File: config.mk
export PLATFORM = sky130hd
export DESIGN_NAME = mbip_port
export DESIGN_NICKNAME = d
export VERILOG_FILES = /design/src/logic/mbip_pkg.sv /design/src/logic/mbip_style_det.sv /design/src/logic/mbip_port.sv
export VERILOG_INCLUDE_DIRS = /design/src /design/src/logic
export SDC_FILE = /design/constraint.sdc
export NUM_CORES = 1
export LEC_CHECK = 0
export ABC_AREA = 1
export BUFFER_PORTS_ARGS = -buffer_cell sky130_fd_sc_hd__buf_2
export CORE_UTILIZATION = 55
export DETAILED_ROUTE_END_ITERATION = 6
export PLACE_DENSITY = 0.77
export SYNTH_ARGS = -nofsm -noshare
export SYNTH_HDL_FRONTEND = slang
export SYNTH_HIERARCHICAL = 1
export SYNTH_SLANG_ARGS = --single-unit
File: constraint.sdc
create_clock -name i_sys_clk -period 2.8 [get_ports i_sys_clk]
set_clock_uncertainty 0.2 [all_clocks]
set_input_delay 0.56 -clock i_sys_clk [delete_from_list [all_inputs] [get_ports i_sys_clk]]
set_output_delay 0.56 -clock i_sys_clk [all_outputs]
set_load 0.1 [all_outputs]
File: src/logic/mbip_defines.svh
// Constants of the micro bus interrupt port
`ifndef MBIP_DEFINES_SVH
`define MBIP_DEFINES_SVH
`define MBIP_DATA_W 8
`define MBIP_ADDR_W 4
`define MBIP_NSRC 8
// Register locations, demultiplexed style: bank bit then address
`define MBIP_OMR_ADDR 4'hf
`define MBIP_ISR_ADDR 4'h0
`define MBIP_MASK_ADDR 4'h1
`define MBIP_EVT_ADDR 4'h2
`define MBIP_SCR0_ADDR 4'h0
`define MBIP_SCR1_ADDR 4'h1
// Operation mode register field
`define MBIP_RBS_BIT 0
// Reset values
`define MBIP_OMR_RST 8'h00
`define MBIP_MASK_RST 8'hff
`define MBIP_SCR_RST 8'h00
`endif

File: src/logic/mbip_pkg.sv
// Types of the micro bus interrupt port
package mbip_pkg;
  typedef enum logic [1:0] {
    MBIP_STROBE_DIR,
    MBIP_SEP_STROBE,
    MBIP_MUXED
  } mbip_style_t;
  typedef enum logic [1:0] {
    MBIP_ACC_RO,
    MBIP_ACC_WO,
    MBIP_ACC_RW,
    MBIP_ACC_NONE
  } mbip_acc_t;
endpackage : mbip_pkg

File: src/logic/mbip_style_det.sv
// Bus style detector driven by the address latch enable level
`timescale 1ns/1ns
`default_nettype none
`include "mbip_defines.svh"
module mbip_style_det
  import mbip_pkg::*;
(
  input wire logic i_sys_clk,
  input wire logic i_srst,
  input wire logic i_ale,
  output mbip_pkg::mbip_style_t o_style
);
  typedef struct packed {
    logic ale_q;
    logic seen;
    mbip_style_t style;
  } mbip_det_state_t;
  mbip_det_state_t st;
  mbip_det_state_t next_st;
  always_comb begin
    next_st = st;
    next_st.ale_q = i_ale;
    if (!st.seen) begin
      next_st.seen = 1'b1;
      next_st.style = i_ale ? MBIP_STROBE_DIR : MBIP_SEP_STROBE;
    end else if (i_ale != st.ale_q) begin
      next_st.style = MBIP_MUXED;
    end
  end
  always_ff @(posedge i_sys_clk) begin
    if (i_srst) begin
      st <= '0;
    end else begin
      st <= next_st;
    end
  end
  assign o_style = (st.seen && i_ale != st.ale_q) ? MBIP_MUXED : st.style;
endmodule : mbip_style_det
`default_nettype wire

File: src/logic/mbip_port.sv
// Micro bus host port with register banks and interrupt signalling
`timescale 1ns/1ns
`default_nettype none
`include "mbip_defines.svh"
module mbip_port
  import mbip_pkg::*;
(
  input wire logic i_sys_clk,
  input wire logic i_srst,
  input wire logic [`MBIP_ADDR_W-1:0] i_addr,
  input wire logic [`MBIP_DATA_W-1:0] i_data,
  output logic [`MBIP_DATA_W-1:0] o_data,
  output logic o_data_oe,
  input wire logic i_cs_n,
  input wire logic i_ale,
  input wire logic i_rd_ds_n,
  input wire logic i_wr_rw_n,
  input wire logic [`MBIP_NSRC-1:0] i_src_evt,
  output logic o_int,
  output logic [`MBIP_DATA_W-1:0] o_setup0,
  output logic [`MBIP_DATA_W-1:0] o_setup1,
  output logic [`MBIP_DATA_W-1:0] o_mode
);
  // ----------------------------------------
  // Types and state
  // ----------------------------------------
  typedef enum {
    MBIP_IDLE,
    MBIP_ACCESS
  } mbip_ph_t;

  typedef enum {
    MBIP_T_NONE,
    MBIP_T_OMR,
    MBIP_T_ISR,
    MBIP_T_MASK,
    MBIP_T_CLR,
    MBIP_T_SCR0,
    MBIP_T_SCR1
  } mbip_tgt_t;

  typedef struct packed {
    mbip_ph_t ph;
    logic [`MBIP_ADDR_W:0] alat;
    logic [`MBIP_DATA_W-1:0] omr;
    logic [`MBIP_DATA_W-1:0] mask;
    logic [`MBIP_DATA_W-1:0] isr;
    logic [`MBIP_DATA_W-1:0] scr0;
    logic [`MBIP_DATA_W-1:0] scr1;
    logic [`MBIP_DATA_W-1:0] dout;
    logic doe;
    logic irq;
  } mbip_state_t;

  mbip_state_t st;
  mbip_state_t next_st;
  mbip_style_t style;

  // ----------------------------------------
  // Decode helpers
  // ----------------------------------------
  function automatic logic [4:0] mbip_loc(input mbip_style_t sty,
                                          input logic [`MBIP_ADDR_W-1:0] a,
                                          input logic [`MBIP_ADDR_W:0] al,
                                          input logic bank);
    logic [`MBIP_ADDR_W-1:0] eff;
    eff = a;
    if (sty == MBIP_MUXED) begin
      eff = al[`MBIP_ADDR_W:1];
    end
    if (eff == `MBIP_OMR_ADDR) begin
      mbip_loc = {1'b0, eff};
    end else begin
      mbip_loc = {bank, eff};
    end
  endfunction : mbip_loc

  // ----------------------------------------
  // Target decode
  // ----------------------------------------
  function automatic mbip_tgt_t mbip_tgt(input logic [4:0] loc, input logic odd);
    mbip_tgt = MBIP_T_NONE;
    if (odd) begin
      mbip_tgt = MBIP_T_NONE;
    end else if (loc[3:0] == `MBIP_OMR_ADDR) begin
      mbip_tgt = MBIP_T_OMR;
    end else if (!loc[4]) begin
      case (loc[3:0])
        `MBIP_ISR_ADDR: begin
          mbip_tgt = MBIP_T_ISR;
        end
        `MBIP_MASK_ADDR: begin
          mbip_tgt = MBIP_T_MASK;
        end
        `MBIP_EVT_ADDR: begin
          mbip_tgt = MBIP_T_CLR;
        end
        default: begin
          mbip_tgt = MBIP_T_NONE;
        end
      endcase
    end else begin
      case (loc[3:0])
        `MBIP_SCR0_ADDR: begin
          mbip_tgt = MBIP_T_SCR0;
        end
        `MBIP_SCR1_ADDR: begin
          mbip_tgt = MBIP_T_SCR1;
        end
        default: begin
          mbip_tgt = MBIP_T_NONE;
        end
      endcase
    end
  endfunction : mbip_tgt

  // ----------------------------------------
  // Access rights
  // ----------------------------------------
  function automatic mbip_acc_t mbip_acc(input mbip_tgt_t tgt);
    case (tgt)
      MBIP_T_OMR, MBIP_T_MASK, MBIP_T_SCR0, MBIP_T_SCR1: begin
        mbip_acc = MBIP_ACC_RW;
      end
      MBIP_T_ISR: begin
        mbip_acc = MBIP_ACC_RO;
      end
      MBIP_T_CLR: begin
        mbip_acc = MBIP_ACC_WO;
      end
      default: begin
        mbip_acc = MBIP_ACC_NONE;
      end
    endcase
  endfunction : mbip_acc

  // ----------------------------------------
  // Read data
  // ----------------------------------------
  function automatic logic [`MBIP_DATA_W-1:0] mbip_rdval(input mbip_tgt_t tgt,
                                                        input mbip_state_t s);
    case (tgt)
      MBIP_T_OMR: begin
        mbip_rdval = s.omr;
      end
      MBIP_T_ISR: begin
        mbip_rdval = s.isr;
      end
      MBIP_T_MASK: begin
        mbip_rdval = s.mask;
      end
      MBIP_T_SCR0: begin
        mbip_rdval = s.scr0;
      end
      MBIP_T_SCR1: begin
        mbip_rdval = s.scr1;
      end
      default: begin
        mbip_rdval = '0;
      end
    endcase
  endfunction : mbip_rdval

  // ----------------------------------------
  // Strobe decode
  // ----------------------------------------
  function automatic logic [1:0] mbip_strobe(input mbip_style_t sty,
                                             input logic cs_n,
                                             input logic rd_ds_n,
                                             input logic wr_rw_n);
    mbip_strobe = 2'b00;
    if (!cs_n) begin
      if (sty == MBIP_STROBE_DIR) begin
        mbip_strobe = {!rd_ds_n && wr_rw_n, !rd_ds_n && !wr_rw_n};
      end else begin
        mbip_strobe = {!rd_ds_n && wr_rw_n, !wr_rw_n && rd_ds_n};
      end
    end
  endfunction : mbip_strobe

  // ----------------------------------------
  // Bus style
  // ----------------------------------------
  mbip_style_det u_style (
    .i_sys_clk(i_sys_clk),
    .i_srst(i_srst),
    .i_ale(i_ale),
    .o_style(style)
  );

  // ----------------------------------------
  // Access and interrupt logic
  // ----------------------------------------
  logic rd_req;
  logic wr_req;
  logic odd;
  logic [4:0] loc;
  mbip_acc_t acc;
  mbip_tgt_t tgt;
  logic mask_wr;
  logic [`MBIP_DATA_W-1:0] pend;
  logic [1:0] rw;

  always_comb begin
    next_st = st;
    rd_req = 1'b0;
    wr_req = 1'b0;
    odd = 1'b0;
    // ----------------------------------------
    // Address phase
    // ----------------------------------------
    if (style == MBIP_MUXED && i_ale) begin
      next_st.alat = i_data[`MBIP_ADDR_W:0];
    end
    odd = (style == MBIP_MUXED) && st.alat[0];
    loc = mbip_loc(style, i_addr, st.alat, st.omr[`MBIP_RBS_BIT]);
    tgt = mbip_tgt(loc, odd);
    acc = mbip_acc(tgt);
    // ----------------------------------------
    // Strobes
    // ----------------------------------------
    rw = mbip_strobe(style, i_cs_n, i_rd_ds_n, i_wr_rw_n);
    rd_req = rw[1];
    wr_req = rw[0];
    mask_wr = wr_req && tgt == MBIP_T_MASK;
    next_st.ph = (rd_req || wr_req) ? MBIP_ACCESS : MBIP_IDLE;
    // ----------------------------------------
    // Status: events set, write-one clears, set wins
    // ----------------------------------------
    next_st.isr = st.isr & ~(wr_req && tgt == MBIP_T_CLR ? i_data : '0);
    next_st.isr = next_st.isr | i_src_evt;
    next_st.isr = next_st.isr & ~st.mask;
    // ----------------------------------------
    // Register writes, once per access
    // ----------------------------------------
    if (wr_req && st.ph == MBIP_IDLE) begin
      case (tgt)
        MBIP_T_OMR: begin
          next_st.omr = i_data;
        end
        MBIP_T_MASK: begin
          next_st.mask = i_data;
        end
        MBIP_T_SCR0: begin
          next_st.scr0 = i_data;
        end
        MBIP_T_SCR1: begin
          next_st.scr1 = i_data;
        end
        default: begin
        end
      endcase
    end
    // ----------------------------------------
    // Read data and interrupt
    // ----------------------------------------
    next_st.doe = rd_req && (acc == MBIP_ACC_RO || acc == MBIP_ACC_RW);
    next_st.dout = mbip_rdval(tgt, st);
    pend = next_st.isr;
    next_st.irq = (|pend) && !mask_wr;
  end

  always_ff @(posedge i_sys_clk) begin
    if (i_srst) begin
      st.ph <= MBIP_IDLE;
      st.alat <= '0;
      st.omr <= `MBIP_OMR_RST;
      st.mask <= `MBIP_MASK_RST;
      st.isr <= '0;
      st.scr0 <= `MBIP_SCR_RST;
      st.scr1 <= `MBIP_SCR_RST;
      st.dout <= '0;
      st.doe <= 1'b0;
      st.irq <= 1'b0;
    end else begin
      st <= next_st;
    end
  end

  // ----------------------------------------
  // Outputs
  // ----------------------------------------
  assign o_data = st.dout;
  assign o_data_oe = st.doe;
  assign o_int = st.irq;
  assign o_setup0 = st.scr0;
  assign o_setup1 = st.scr1;
  assign o_mode = st.omr;
endmodule : mbip_port
`default_nettype wire

==> run summary <==
Slew Viols, Final: 0
Final Non-Filler Cells: 576
pre-CTS WS: -0.164 ns
DP HPWL: 5.65 mm
CP bufs+invs: 4
Static Leak: 1.87 nW
worst-path cell chain: inv_1 > nand2_1 > nand3_1 > nand2_2 > buf_4 > nand2_4 > nand2_1 > nand2_2 > nand2_1 > nand2_1 > nand2_1 > nor2_4 > buf_4 > nand2_2 > nor2_2 > buf_4 > o21ai_0 > a21oi_1
post-route ant nets: 0
Crit Path Class: flip-flop to flip-flop
syn_nets: 460
Mapped Cells: 434
Die W: 77.0 um
Slew @ Worst Pin: 0.822 ns
dpl cells: 557
fin util: 0.699
via/cell ratio: 5.19
I/O pin cnt: 60
status: finished, final reports clean
clock latency on the worst-skew pair: 0.34 ns
Layout area overhead: 19.1%
WP data arrival: 2.63 ns
max-cap viol count: 0
CTS clock-pin slew for the worst setup and hold paths: 0.07 ns
hold buffer count at cts: 0
# clock sinks: 60
area taken by multi-input logic gates: 0.00137 mm2
Inserted Clock Buffers: 9
vias in the first global route: 2839
antenna cells: 0
most frequent CP cell: nand2_1
Starting Density: 0.587
Worst EP required: 2.85 ns
sequential area share after synthesis: 0.388
first-pass GRT wire length: 12.8 mm
CP delay by family, top: simple AND/OR/NAND/NOR gates
drt initial violations: 232
Std-Cell Rows: 26
I/O Buffers: 59
CTS tree: built
Hold Vio Cnt, Final: 0
fin crit share: 0.922
H-tree depth: 3
post-layout min period: 2.58 ns
initial antenna violation count: 0
via count: 2988
GPL Wtd Cong: 0.890
Worst Setup Start Kind: flip-flop
Peak VDD IR: 0.000445 V
Final Setup Violations: 0
most frequent cells in the layout: 98 x nand2_1, 60 x dfxtp_1, 59 x buf_2, 48 x inv_1, 42 x buf_4
Slowest-stage cell, CP: dfxtp_1
syn avg cell area: 7.13 um2
most common cell after layout, fill and taps aside: nand2_1
Slew headroom: 0.451
grt ovf: 0
Min-Delay Path Class: flip-flop to flip-flop
CP peak stage delay: 0.33 ns
# nets final: 527
fillers: 465
DRT Pass-1 Iters: 5
DRC Markers: 0
fmax: 387 MHz
crit path capture type: flip-flop
Core Area: 0.00527 mm2
share of layout cells above drive strength 1: 0.302
Yosys reg bits: 60
GRT Overall Usage: 0.275
die area: 0.00593 mm2
power per cell area: 539 mW/mm2
Sequential cell area: 0.00120 mm2
fin worst setup slack: 0.218 ns
mapped cell area: 0.00309 mm2
Max Buffers Root-to-Sink: 2
Die Ht: 77.0 um
WL per Instance: 13.1 um
synth warn: 6
final wirelength: 7.57 mm
clk root buf: clkbuf_8
largest net degree at the start of global routing: 29
Crit Path Max Fanout: 10
post-synth cell types: 26
## registers in the layout (all words and copies together), names as in the netlist
| register | count |
|---|---|
| st | 22 |
| o_data | 8 |
| o_mode | 8 |
| o_setup0 | 8 |
| o_setup1 | 8 |
| u_style/st | 4 |
| o_data_oe | 1 |
| o_int | 1 |
## metal layers
metal  part of all wire  track usage
met1               0.43        0.334
met3              0.076       0.0702
met4              0.017       0.0943
met5                  0            0
met2               0.48        0.469
## final timing paths
path                            startpoint                        to  slack (ns)  depth (start not counted)
setup / recovery  u_style/st[3]$_SDFF_PP0_  o_setup0[2]$_SDFFE_PP0P_        0.22                         18
hold / removal         st[37]$_SDFFE_PP1P_       st[37]$_SDFFE_PP1P_        0.26                          2
setup reg to reg  u_style/st[3]$_SDFF_PP0_  o_setup0[2]$_SDFFE_PP0P_        0.22                         18
hold reg to reg        st[37]$_SDFFE_PP1P_       st[37]$_SDFFE_PP1P_        0.26                          2
## stage by stage
stage	hold WS (ns)	power (W)	cell area, um2	setup TNS, ns
2_1_floorplan	0.229	0.00109	3090	0
4_1_cts	0.264	0.00198	3640	0
3_5_place_dp	0.250	0.00120	3440	-2.78
3_3_place_gp	0.242	0.00119	3440	-0.333
5_1_grt	0.277	0.00206	3680	-0.00753
6_report	0.264	0.00198	3680	0
## cells in the mapped netlist
library cell | count | area, um2
buf_4 | 34 | 255
nor2_8 | 1 | 20.0
clkbuf_1 | 7 | 26.3
nor2_1 | 32 | 120
nand2_2 | 9 | 56.3
a21oi_1 | 38 | 190
a41oi_2 | 1 | 16.3
nand2_4 | 2 | 22.5
nor2_4 | 7 | 78.8
inv_1 | 49 | 184
dfxtp_1 | 60 | 1200
o21ai_0 | 27 | 135
nand4_1 | 6 | 37.5
a31oi_1 | 1 | 6.26
nor3b_1 | 2 | 15.0
nor3_1 | 1 | 5.00
a41oi_1 | 2 | 17.5
o211ai_1 | 4 | 30.0
nand3_1 | 28 | 140
buf_6 | 4 | 45.0
nor4_4 | 1 | 21.3
nor2_2 | 4 | 25.0
o21ai_1 | 5 | 25.0
nand2_1 | 99 | 372
inv_2 | 8 | 30.0
o21ai_2 | 2 | 17.5
## kinds of logic (layout without fill, tap and decap cells)
kind of cell / Yosys count / after routing / share of synthesized area
flip-flops: 60 / 60 / 0.388
buffers and inverters: 102 / 174 / 0.175
AND/OR/NAND/NOR: 192 / 192 / 0.295
AO/OA/AOI/OAI: 80 / 80 / 0.142
## power by group
group | switching [W] | total [W] | internal, W | leakage [nW]
registers | 0.00000813 | 0.000877 | 0.000869 | 0.486
clock network | 0.000337 | 0.000793 | 0.000457 | 0.102
logic | 0.000202 | 0.000314 | 0.000111 | 1.28
total | 0.000547 | 0.00198 | 0.00144 | 1.87
## area by class of cell
class | count | share of cell area
inverter | 57 | 0.0587
tap | 70 | 0.0238
sequential | 60 | 0.326
clock buffer | 12 | 0.0421
timing repair buffer | 101 | 0.166
clock inverter | 4 | 0.0129
multi-input combinational | 272 | 0.371
## worst register-to-register path, cell delays in order, from the launching register on
cell and delay (ns):
dfxtp_1 0.33, inv_1 0.07, nand2_1 0.07, nand3_1 0.10, nand2_2 0.08, buf_4 0.15, nand2_4 0.10, nand2_1 0.08
nand2_2 0.11, nand2_1 0.06, nand2_1 0.05, nand2_1 0.08, nor2_4 0.19, buf_4 0.15, nand2_2 0.07, nor2_2 0.10
buf_4 0.16, o21ai_0 0.11, a21oi_1 0.22
## repair_timing
action	CTS	global route
hold endpoints to repair	0	0
endpoints found under the setup margin	0	27
resized for setup	0	5
buffers inserted	0	3
No activity file was read; power rests on OpenSTA's default activity.
